[config.mk]
export PLATFORM = sky130hd
export DESIGN_NAME = cmp_top
export DESIGN_NICKNAME = d
export VERILOG_FILES = /design/src/logic/cmp_pkg.sv /design/src/logic/cmp_top.sv
export SDC_FILE = /design/constraint.sdc
export NUM_CORES = 1
export LEC_CHECK = 0
export ABC_AREA = 1
export BUFFER_PORTS_ARGS = -buffer_cell sky130_fd_sc_hd__buf_2
export CAP_MARGIN = 20
export CORE_MARGIN = 5
export CORE_UTILIZATION = 47
export CTS_BUF_LIST = sky130_fd_sc_hd__clkbuf_8
export DETAILED_ROUTE_END_ITERATION = 12
export GPL_TIMING_DRIVEN = 1
export PLACE_DENSITY = 0.77
export SLEW_MARGIN = 25
export SYNTH_ARGS = -nofsm -noshare
export SYNTH_HDL_FRONTEND = slang
export SYNTH_SLANG_ARGS = --single-unit
export TNS_END_PERCENT = 1
[constraint.sdc]
create_clock -name REF_CLK -period 5.4 [get_ports REF_CLK]
set_clock_uncertainty 0.1 [all_clocks]
set_input_delay 1.08 -clock REF_CLK [delete_from_list [all_inputs] [get_ports REF_CLK]]
set_output_delay 1.08 -clock REF_CLK [all_outputs]
set_load 0.005 [all_outputs]
[src/logic/cmp_pkg.sv]
// Purpose: Constants and types for the cell monitor protection block
// Assumes: 25 MHz REF_CLK, 32-bit classic Wishbone, byte addresses
// Notes:   Register words hold 4 to 16 bits in the low lanes
package cmp_pkg;
  // Timing
  localparam int CLK_HZ        = 25_000_000;
  localparam int SAMPLE_HZ     = 32_000;
  localparam int SAMPLE_CYCLES = CLK_HZ / SAMPLE_HZ;
  localparam int SCAN_MS       = 250;
  localparam int SCAN_CYCLES   = CLK_HZ / 1000 * SCAN_MS;
  localparam int TEMP_MS       = 2000;
  localparam int TEMP_SCANS    = TEMP_MS / SCAN_MS;
  // Register offsets
  localparam logic [7:0] ADR_STATUS = 8'h00;
  localparam logic [7:0] ADR_CTRL_A = 8'h04;
  localparam logic [7:0] ADR_CTRL_B = 8'h08;
  localparam logic [7:0] ADR_FSA    = 8'h0C;
  localparam logic [7:0] ADR_FSB    = 8'h10;
  localparam logic [7:0] ADR_FSC    = 8'h14;
  localparam logic [7:0] ADR_HIGH   = 8'h18;
  localparam logic [7:0] ADR_LOW    = 8'h1C;
  localparam logic [7:0] ADR_TEMP1  = 8'h20;
  localparam logic [7:0] ADR_TEMP2  = 8'h24;
  localparam logic [7:0] ADR_TEMP3  = 8'h28;
  localparam logic [7:0] ADR_PACK   = 8'h2C;
  // Field positions
  localparam int CA_TEMP_SEL = 3;
  localparam int CA_ADC_EN   = 4;
  localparam int CB_CHG      = 0;
  localparam int CB_DSG      = 1;
  localparam int CB_BYPASS   = 7;
  // Trip level framing
  localparam logic [1:0] HIGH_TOP = 2'h2;
  localparam logic [3:0] HIGH_BOT = 4'h8;
  localparam logic [1:0] LOW_TOP  = 2'h1;
  localparam logic [3:0] LOW_BOT  = 4'h0;
  localparam logic [13:0] LOW_MINQUAL = 14'h0400;
  // Defaults loaded on first NORMAL entry
  localparam logic [7:0] DEF_FSA  = 8'h00;
  localparam logic [7:0] DEF_FSB  = 8'h00;
  localparam logic [7:0] DEF_FSC  = 8'h11;
  localparam logic [7:0] DEF_HIGH = 8'hAC;
  localparam logic [7:0] DEF_LOW  = 8'h97;
  // Sticky fault flags, low bits of the status word
  typedef struct packed {
    logic uv;
    logic ov;
    logic discharge_short_fault;
    logic discharge_excess_current;
  } cmp_status_t;
  typedef enum logic [1:0] {
    SC_IDLE = 2'b00,
    SC_CELL = 2'b01,
    SC_TEMP = 2'b10
  } cmp_sched_t;
endpackage

[src/logic/cmp_top.sv]
// Purpose: Scheduling, result storage and fault protection of a cell monitor
// Assumes: Converter and current comparators sit outside, synchronous to REF_CLK
// Notes:   Registers on classic Wishbone; status bits are write-one-to-clear
//
// Functional notes
// Temp select 1 stores thermistor results
// Temp select 0 measures die temperature
// New source appears within two seconds
// Temperature results are 14-bit codes
// Extra die results in second, third
// Pack result is 16-bit cell sum
// Full update with pack sum every 250 ms
// Temperature measured every two seconds
// Current comparators sampled 32 kHz, NORMAL only
// Over-threshold counter trips fault at delay
// Current limits from two setting registers
// Cell limits checked against 8-bit codes
// High level is 10, code, 1000
// Low level is 01, code, 0000
// Low check skipped below qualifier level
// Defaults on NORMAL entry, kept until reset
// Host rewrites limits at its start-up
// Cell checks need converter enable set
// Host forms codes from trimmed target
// Bypass bit skips cell fault timers
// High clears charge, others clear discharge
// Alert is OR of status bits
// Writing one clears a status bit
// Counter resets when current drops back
// Cell faults qualified by delay timers
//
// Implementation choices: the address map and the Wishbone register port.
`timescale 1ns/100ps
module cmp_top #(
  parameter int CELLS       = 5,
  parameter int SCAN_CYCLES = cmp_pkg::SCAN_CYCLES
) (
  // Clock and reset
  input  wire logic                  REF_CLK,
  input  wire logic                  RST,
  // Wishbone slave
  input  wire logic                  WB_CYC_I,
  input  wire logic                  WB_STB_I,
  input  wire logic                  WB_WE_I,
  input  wire logic [7:0]            WB_ADR_I,
  input  wire logic [3:0]            WB_SEL_I,
  input  wire logic [31:0]           WB_DAT_I,
  output logic      [31:0]           WB_DAT_O,
  output logic                       WB_ACK_O,
  // Power mode
  input  wire logic                  NORMAL_MODE,
  // Converter
  output logic                       CELL_START,
  input  wire logic                  CELL_VALID,
  input  wire logic [CELLS*14-1:0]   CELL_DATA,
  output logic                       TEMP_START,
  output logic                       TEMP_SEL_O,
  input  wire logic                  TEMP_VALID,
  input  wire logic [41:0]           TEMP_DATA,
  // Current comparators
  input  wire logic                  OCD_OVER,
  input  wire logic                  SCD_OVER,
  output logic      [3:0]            OCD_LEVEL,
  output logic      [2:0]            SCD_LEVEL,
  // Switches and alert
  output logic                       CHG_EN,
  output logic                       DSG_EN,
  output logic                       ALERT
);
  initial begin
    if (CELLS < 1 || CELLS > 15) $error("CELLS out of range");
    if (SCAN_CYCLES < 4) $error("SCAN_CYCLES too small");
    if (SCAN_CYCLES > 8388608) $error("SCAN_CYCLES beyond scan counter");
  end

  ////////////////////////////////////////////////////////////////////////
  // Registers and bus
  cmp_pkg::cmp_status_t system_status_reg;
  cmp_pkg::cmp_status_t set_st;
  cmp_pkg::cmp_status_t clr_st;
  logic [7:0]  ctrl_a;
  logic [7:0]  system_control_b;
  logic [7:0]  fault_setting_a;
  logic [7:0]  fault_setting_b;
  logic [7:0]  fault_setting_c;
  logic [7:0]  high_cell_limit_code;
  logic [7:0]  low_cell_limit_code;
  logic [13:0] temp_result_first;
  logic [13:0] temp_result_second;
  logic [13:0] temp_result_third;
  logic [15:0] pack_sum_result;
  logic [15:0] next_pack;
  logic [31:0] next_rdata;
  logic        bus_req;
  logic        wr_lo;
  logic        normal_q;
  logic        loaded;
  logic        enter_normal;
  assign bus_req      = WB_CYC_I && WB_STB_I && !WB_ACK_O;
  assign wr_lo        = bus_req && WB_WE_I && WB_SEL_I[0];
  assign enter_normal = NORMAL_MODE && !normal_q;
  // Single-cycle answer; unmapped reads return zero
  always_ff @(posedge REF_CLK) begin
    if (RST) begin
      WB_ACK_O <= 1'b0;
      WB_DAT_O <= 32'h0;
    end else begin
      WB_ACK_O <= bus_req;
      if (bus_req && !WB_WE_I) begin
        WB_DAT_O <= next_rdata;
      end
    end
  end
  always_comb begin
    next_rdata = 32'h0;
    case (WB_ADR_I)
      cmp_pkg::ADR_STATUS: next_rdata[3:0] = system_status_reg;
      cmp_pkg::ADR_CTRL_A: next_rdata[7:0] = ctrl_a;
      cmp_pkg::ADR_CTRL_B: next_rdata[7:0] = system_control_b;
      cmp_pkg::ADR_FSA:    next_rdata[7:0] = fault_setting_a;
      cmp_pkg::ADR_FSB:    next_rdata[7:0] = fault_setting_b;
      cmp_pkg::ADR_FSC:    next_rdata[7:0] = fault_setting_c;
      cmp_pkg::ADR_HIGH:   next_rdata[7:0] = high_cell_limit_code;
      cmp_pkg::ADR_LOW:    next_rdata[7:0] = low_cell_limit_code;
      cmp_pkg::ADR_TEMP1:  next_rdata[13:0] = temp_result_first;
      cmp_pkg::ADR_TEMP2:  next_rdata[13:0] = temp_result_second;
      cmp_pkg::ADR_TEMP3:  next_rdata[13:0] = temp_result_third;
      cmp_pkg::ADR_PACK:   next_rdata[15:0] = pack_sum_result;
      default:             next_rdata = 32'h0;
    endcase
  end
  always_ff @(posedge REF_CLK) begin
    if (RST) begin
      normal_q <= 1'b0;
    end else begin
      normal_q <= NORMAL_MODE;
    end
  end
  // Defaults only once per power-on; host values survive mode changes
  always_ff @(posedge REF_CLK) begin
    if (RST) begin
      loaded               <= 1'b0;
      fault_setting_a      <= 8'h00;
      fault_setting_b      <= 8'h00;
      fault_setting_c      <= 8'h00;
      high_cell_limit_code <= 8'h00;
      low_cell_limit_code  <= 8'h00;
    end else if (NORMAL_MODE && !loaded) begin
      loaded               <= 1'b1;
      fault_setting_a      <= cmp_pkg::DEF_FSA;
      fault_setting_b      <= cmp_pkg::DEF_FSB;
      fault_setting_c      <= cmp_pkg::DEF_FSC;
      high_cell_limit_code <= cmp_pkg::DEF_HIGH;
      low_cell_limit_code  <= cmp_pkg::DEF_LOW;
    end else if (wr_lo) begin
      case (WB_ADR_I)
        cmp_pkg::ADR_FSA:  fault_setting_a      <= WB_DAT_I[7:0];
        cmp_pkg::ADR_FSB:  fault_setting_b      <= WB_DAT_I[7:0];
        cmp_pkg::ADR_FSC:  fault_setting_c      <= WB_DAT_I[7:0];
        cmp_pkg::ADR_HIGH: high_cell_limit_code <= WB_DAT_I[7:0];
        cmp_pkg::ADR_LOW:  low_cell_limit_code  <= WB_DAT_I[7:0];
        default: ;
      endcase
    end
  end
  // Converter enable is forced on at each NORMAL entry
  always_ff @(posedge REF_CLK) begin
    if (RST) begin
      ctrl_a <= 8'h00;
    end else begin
      if (wr_lo && WB_ADR_I == cmp_pkg::ADR_CTRL_A) begin
        ctrl_a <= WB_DAT_I[7:0];
      end
      if (enter_normal) begin
        ctrl_a[cmp_pkg::CA_ADC_EN] <= 1'b1;
      end
    end
  end
  // Fault clears win over a host write in the same cycle
  always_ff @(posedge REF_CLK) begin
    if (RST) begin
      system_control_b <= 8'h00;
    end else begin
      if (wr_lo && WB_ADR_I == cmp_pkg::ADR_CTRL_B) begin
        system_control_b <= WB_DAT_I[7:0];
      end
      if (set_st.ov) begin
        system_control_b[cmp_pkg::CB_CHG] <= 1'b0;
      end
      if (set_st.uv || set_st.discharge_excess_current || set_st.discharge_short_fault) begin
        system_control_b[cmp_pkg::CB_DSG] <= 1'b0;
      end
    end
  end
  // Set beats clear when both land together
  assign clr_st = (wr_lo && WB_ADR_I == cmp_pkg::ADR_STATUS) ? WB_DAT_I[3:0] : 4'h0;
  always_ff @(posedge REF_CLK) begin
    if (RST) begin
      system_status_reg <= 4'h0;
    end else begin
      system_status_reg <= (system_status_reg & ~clr_st) | set_st;
    end
  end

  ////////////////////////////////////////////////////////////////////////
  // Outputs
  always_ff @(posedge REF_CLK) begin
    if (RST) begin
      ALERT     <= 1'b0;
      CHG_EN    <= 1'b0;
      DSG_EN    <= 1'b0;
      OCD_LEVEL <= 4'h0;
      SCD_LEVEL <= 3'h0;
    end else begin
      ALERT     <= |((system_status_reg & ~clr_st) | set_st);
      CHG_EN    <= system_control_b[cmp_pkg::CB_CHG] && !set_st.ov;
      DSG_EN    <= system_control_b[cmp_pkg::CB_DSG]
                   && !(set_st.uv || set_st.discharge_excess_current || set_st.discharge_short_fault);
      OCD_LEVEL <= fault_setting_b[3:0];
      SCD_LEVEL <= fault_setting_a[2:0];
    end
  end

  ////////////////////////////////////////////////////////////////////////
  // Master scheduler
  cmp_pkg::cmp_sched_t state;
  logic [22:0] scan_cnt;
  logic [2:0]  temp_cnt;
  logic        scan_tick;
  assign scan_tick = NORMAL_MODE && scan_cnt == 23'(SCAN_CYCLES - 1);
  always_ff @(posedge REF_CLK) begin
    if (RST || !NORMAL_MODE || scan_tick) begin
      scan_cnt <= 23'h0;
    end else begin
      scan_cnt <= scan_cnt + 23'h1;
    end
  end
  // A slow converter simply costs the next tick
  always_ff @(posedge REF_CLK) begin
    if (RST) begin
      state      <= cmp_pkg::SC_IDLE;
      temp_cnt   <= 3'h0;
      CELL_START <= 1'b0;
      TEMP_START <= 1'b0;
      TEMP_SEL_O <= 1'b0;
    end else begin
      CELL_START <= 1'b0;
      TEMP_START <= 1'b0;
      case (state)
        cmp_pkg::SC_IDLE: begin
          if (scan_tick) begin
            CELL_START <= 1'b1;
            state      <= cmp_pkg::SC_CELL;
          end
        end
        cmp_pkg::SC_CELL: begin
          if (CELL_VALID) begin
            temp_cnt <= (temp_cnt == 3'(cmp_pkg::TEMP_SCANS - 1)) ? 3'h0 : temp_cnt + 3'h1;
            if (temp_cnt == 3'h0) begin
              TEMP_START <= 1'b1;
              TEMP_SEL_O <= ctrl_a[cmp_pkg::CA_TEMP_SEL];
              state      <= cmp_pkg::SC_TEMP;
            end else begin
              state <= cmp_pkg::SC_IDLE;
            end
          end
        end
        cmp_pkg::SC_TEMP: begin
          if (TEMP_VALID) begin
            state <= cmp_pkg::SC_IDLE;
          end
        end
        default: state <= cmp_pkg::SC_IDLE;
      endcase
    end
  end
  // Thermistors or die sensors, by the source latched at start
  always_ff @(posedge REF_CLK) begin
    if (RST) begin
      temp_result_first  <= 14'h0;
      temp_result_second <= 14'h0;
      temp_result_third  <= 14'h0;
    end else if (TEMP_VALID && state == cmp_pkg::SC_TEMP) begin
      temp_result_first  <= TEMP_DATA[13:0];
      temp_result_second <= TEMP_DATA[27:14];
      temp_result_third  <= TEMP_DATA[41:28];
    end
  end

  ////////////////////////////////////////////////////////////////////////
  // Cell checks and pack sum
  logic [13:0] high_level;
  logic [13:0] low_level;
  logic [19:0] cell_sum;
  logic        high_hit;
  logic        low_hit;
  logic        cell_done;
  logic        bypass;
  logic [2:0]  high_cnt;
  logic [2:0]  low_cnt;
  assign high_level = {cmp_pkg::HIGH_TOP, high_cell_limit_code, cmp_pkg::HIGH_BOT};
  assign low_level  = {cmp_pkg::LOW_TOP, low_cell_limit_code, cmp_pkg::LOW_BOT};
  assign cell_done  = CELL_VALID && state == cmp_pkg::SC_CELL;
  assign bypass     = system_control_b[cmp_pkg::CB_BYPASS];
  always_comb begin
    logic [13:0] c;
    c        = 14'h0;
    cell_sum = 20'h0;
    high_hit = 1'b0;
    low_hit  = 1'b0;
    for (int i = 0; i < CELLS; i++) begin
      c        = CELL_DATA[i*14 +: 14];
      cell_sum = cell_sum + 20'(c);
      if (c > high_level) high_hit = 1'b1;
      if (c < low_level && c >= cmp_pkg::LOW_MINQUAL) low_hit = 1'b1;
    end
    next_pack = cell_sum[17:2];
  end
  always_ff @(posedge REF_CLK) begin
    if (RST) begin
      pack_sum_result <= 16'h0;
    end else if (cell_done) begin
      pack_sum_result <= next_pack;
    end
  end
  // Timers count qualifying readings, one per scan
  always_ff @(posedge REF_CLK) begin
    if (RST || !ctrl_a[cmp_pkg::CA_ADC_EN]) begin
      high_cnt <= 3'h0;
      low_cnt  <= 3'h0;
    end else if (cell_done) begin
      high_cnt <= (high_hit && high_cnt != fault_setting_c[2:0]) ? high_cnt + 3'h1 : 3'h0;
      low_cnt  <= (low_hit && low_cnt != fault_setting_c[6:4]) ? low_cnt + 3'h1 : 3'h0;
    end
  end

  ////////////////////////////////////////////////////////////////////////
  // Current comparators
  logic [9:0] smp_cnt;
  logic       smp_tick;
  logic [7:0] ocd_cnt;
  logic [7:0] ocd_target;
  logic [3:0] scd_cnt;
  logic [3:0] scd_target;
  assign smp_tick   = smp_cnt == 10'(cmp_pkg::SAMPLE_CYCLES - 1);
  assign ocd_target = {fault_setting_b[6:4], 5'h1F};
  assign scd_target = {fault_setting_a[4:3], 2'h3};
  always_ff @(posedge REF_CLK) begin
    if (RST || smp_tick) begin
      smp_cnt <= 10'h0;
    end else begin
      smp_cnt <= smp_cnt + 10'h1;
    end
  end
  always_ff @(posedge REF_CLK) begin
    if (RST || !NORMAL_MODE) begin
      ocd_cnt <= 8'h0;
      scd_cnt <= 4'h0;
    end else if (smp_tick) begin
      ocd_cnt <= !OCD_OVER ? 8'h0 : (ocd_cnt == ocd_target) ? ocd_cnt : ocd_cnt + 8'h1;
      scd_cnt <= !SCD_OVER ? 4'h0 : (scd_cnt == scd_target) ? scd_cnt : scd_cnt + 4'h1;
    end
  end
  always_comb begin
    set_st     = 4'h0;
    set_st.discharge_excess_current = NORMAL_MODE && smp_tick && OCD_OVER && ocd_cnt == ocd_target;
    set_st.discharge_short_fault = NORMAL_MODE && smp_tick && SCD_OVER && scd_cnt == scd_target;
    set_st.ov  = cell_done && ctrl_a[cmp_pkg::CA_ADC_EN] && high_hit
                 && (bypass || high_cnt == fault_setting_c[2:0]);
    set_st.uv  = cell_done && ctrl_a[cmp_pkg::CA_ADC_EN] && low_hit
                 && (bypass || low_cnt == fault_setting_c[6:4]);
  end
endmodule  // cmp_top

==> impl_metrics.tcl <==
set metrics [dict create \
    slowest_stage "fa_1" \
    synth_cell_types 51 \
    fin_nets 2240 \
    maxCapViolations 0 \
    tns_ns 0 \
    async_flop_share_pct 0 \
    hold_viol 0 \
    numCtsBuffers 34 \
    p_leak_nw 6.738 \
    port_buffers 167 \
    post-cts-setup-buffers 0 \
    syn2layout_area_growth_pct 13.26 \
    cts_tree "built" \
    min_period_over_period_pct 76.99 \
    hold_path_class "reg -> reg" \
    layout-drive-gt1-share_pct 14.18 \
    path_cells "buf_2, inv_1, fa_1, inv_1, fa_1, inv_1, fa_1, inv_1, ha_1, nand2_1, nand2_1, a31oi_1, o21ai_0, or2_2, nand3_1, o211ai_1, inv_1" \
    clockBufferDepth 3 \
    postRouteAntennaNets 0 \
    cts_root_buf "clkbuf_8" \
    setup_violations 0 \
    firstDrtPassIters 5 \
    ir_drop_mv 0.1818 \
    total_power_mw 3.880 \
    setup_ws_ns 1.242 \
    path_common_cell "inv_1" \
    synth_area_mm2 0.01287 \
    synth_edf_count 0 \
    start_util_pct 47.77 \
    dp_hpwl_um 27880 \
    relSlewSlack_pct 49.30 \
    largestRegisters "scan_cnt (23), WB_DAT_O (15), pack_sum_result (15)" \
    synthCells 1769 \
    core_area_mm2 0.02695 \
    vias 12110 \
    syn_area_per_cell_um2 7.278 \
    clock.fmax_mhz 240.5 \
    powerDensity_mw_per_mm2 266.1 \
    io_pins 212 \
    gp_congestion 0.9561 \
    r2r_setup_slack_ns 2.79 \
    cts.sinks 204 \
    insertion_delay_ns 0.53 \
    dieArea_mm2 0.03080 \
    cp-end-kind "flip-flop" \
    drtIter0Drc 753 \
    slew_viol_final 0 \
    fillerInstances 2566 \
    path_max_fanout 5 \
    antenna_found_initial 2 \
    ys_warn_count 0 \
    detail_route.wl_per_cell_um 15.69 \
    postRouteWirelength_um 36010 \
    placed_cells 2238 \
    post_cts_resized 0 \
    cp.arrival_ns 4.52 \
    largest_reg_flops 23 \
    status "finished, final reports clean" \
    top_register "scan_cnt" \
    grt_first_pass_wirelength_um 57610 \
    crit_path_start_kind "primary input" \
    track_usage_pct 22.74 \
    post-route-drc-count 0 \
    fp.dieW_um 175.5 \
    required_ns 5.76 \
    rows 60 \
    place_ws_ns 0.7048 \
    cts.clk_slew.worst_paths_ns 0.06 \
    final_cells 2295 \
    cts_max_level 2 \
    ys.flop_type "dfxtp_1" \
    ys_seq_area_share_pct 31.72 \
    synth-seq-cells 204 \
    viasPerCell 5.278 \
    diodes 0 \
    period_minus_slack_ns 4.158 \
    hold_buffers 0 \
    tightestPinTransition_ns 0.7595 \
    rsz0062_at_grt "false" \
    die_h_um 175.5 \
    overflow 0 \
    worstSetupPathType "in -> reg" \
    grt_pass1_vias 11850 \
    cpPeakStageDelay_ns 0.54 \
    grt_max_degree 65 \
]
worst max-delay path, delay by kind of cell:
family                   cells  cell delay, ns
AND/OR/NAND/NOR              4            0.52
adder cells (fa/ha/maj)      4            1.86
AO/OA/AOI/OAI                3            0.64
buffers and inverters        6            0.40
path summary, 6_finish.rpt:
path,from,end,cells after the start
worst min register to register,fault_setting_a[0]$_SDFFE_PP0P_,SCD_LEVEL[0]$_SDFF_PP0_,2
worst max-delay path,CELL_DATA[3],pack_sum_result[6]$_SDFFE_PP0P_,17
worst min-delay path,fault_setting_a[0]$_SDFFE_PP0P_,SCD_LEVEL[0]$_SDFF_PP0_,2
worst max register to register,high_cell_limit_code[7]$_SDFFE_PP0P_,ALERT$_SDFF_PP0_,11
cells in the mapped netlist, drive strengths merged (4+ instances only):
master / n / area share (%)
o22ai: 31 / 1.5
nand3: 92 / 3.7
nor4: 8 / 0.53
nor3: 32 / 1.6
fa: 41 / 6.4
xor2: 20 / 1.4
ha: 100 / 9.7
nor2: 148 / 4.8
a221oi: 4 / 0.27
clkbuf: 28 / 0.82
dfxtp: 204 / 32
buf: 33 / 1.8
xnor2: 15 / 1.0
o21ai: 145 / 5.6
o21a: 6 / 0.35
nand4: 24 / 1.2
inv: 338 / 9.9
a21o: 5 / 0.29
nand2: 268 / 7.9
a21oi: 186 / 7.2
or2: 7 / 0.34
o211ai: 4 / 0.23
nor3b: 6 / 0.39
kinds of logic after synthesis:
kind of cell	Yosys count	share of synthesized area (%)
mux	1	0.07775
compound gates	396	16.43
simple gates	591	20.81
buf+inv	400	12.46
xor+xnor	35	2.381
flops	204	31.72
other cells	1	0.02913
fa+ha+maj	141	16.09
through the flow:
step | hold WS (ns) | area, um2 | utilization, %
2_1_floorplan | 0.3134 | 12930 | -
3_3_place_gp | 0.3283 | 13920 | 51.64
3_5_place_dp | 0.3350 | 13920 | 51.64
4_1_cts | 0.3437 | 14580 | 54.09
5_1_grt | 0.3601 | 14580 | 54.10
6_report | 0.3440 | 14580 | 54.10
layout make-up:
| type | instances | area (um2) | area share, % |
|---|---|---|---|
| clock buffer | 43 | 591.8 | 4.059 |
| tap | 341 | 426.7 | 2.926 |
| sequential | 204 | 4084 | 28.01 |
| multi-input combinational | 1181 | 7259 | 49.79 |
| timing repair buffer | 173 | 880.8 | 6.041 |
| clock inverter | 14 | 66.31 | 0.4548 |
| inverter | 339 | 1272 | 8.727 |
layout by cell type (no fill, tap or decap), types with 7 or more instances in the layout:
cell,count
a21oi_1,186
buf_2,167
clkbuf_8,43
conb_1,17
dfxtp_1,204
fa_1,41
ha_1,100
inv_1,333
inv_2,14
nand2_1,261
nand2_2,7
nand3_1,88
nand4_1,24
nor2_1,133
nor2_2,9
nor3_1,27
o21ai_0,136
o21ai_1,9
o22ai_1,31
xnor2_1,15
xor2_1,20
power breakdown:
group / leakage [nW] / switching (mW) / total (mW) / internal (mW)
logic: 4.71 / 0.646 / 1.03 / 0.382
registers: 1.65 / 0.00642 / 1.52 / 1.52
clock network: 0.378 / 0.612 / 1.33 / 0.717
total: 6.74 / 1.26 / 3.88 / 2.62
layer usage:
layer  vias up  wire (um)  global-route usage (%)
met4         4       1200                   7.700
li1       6028          -                       -
met5         -         24                       0
met1      5574      14900                   28.36
met2       412      17390                   39.64
met3        94       2490                   4.262
Note: power is estimated with default switching activity, not from simulation.
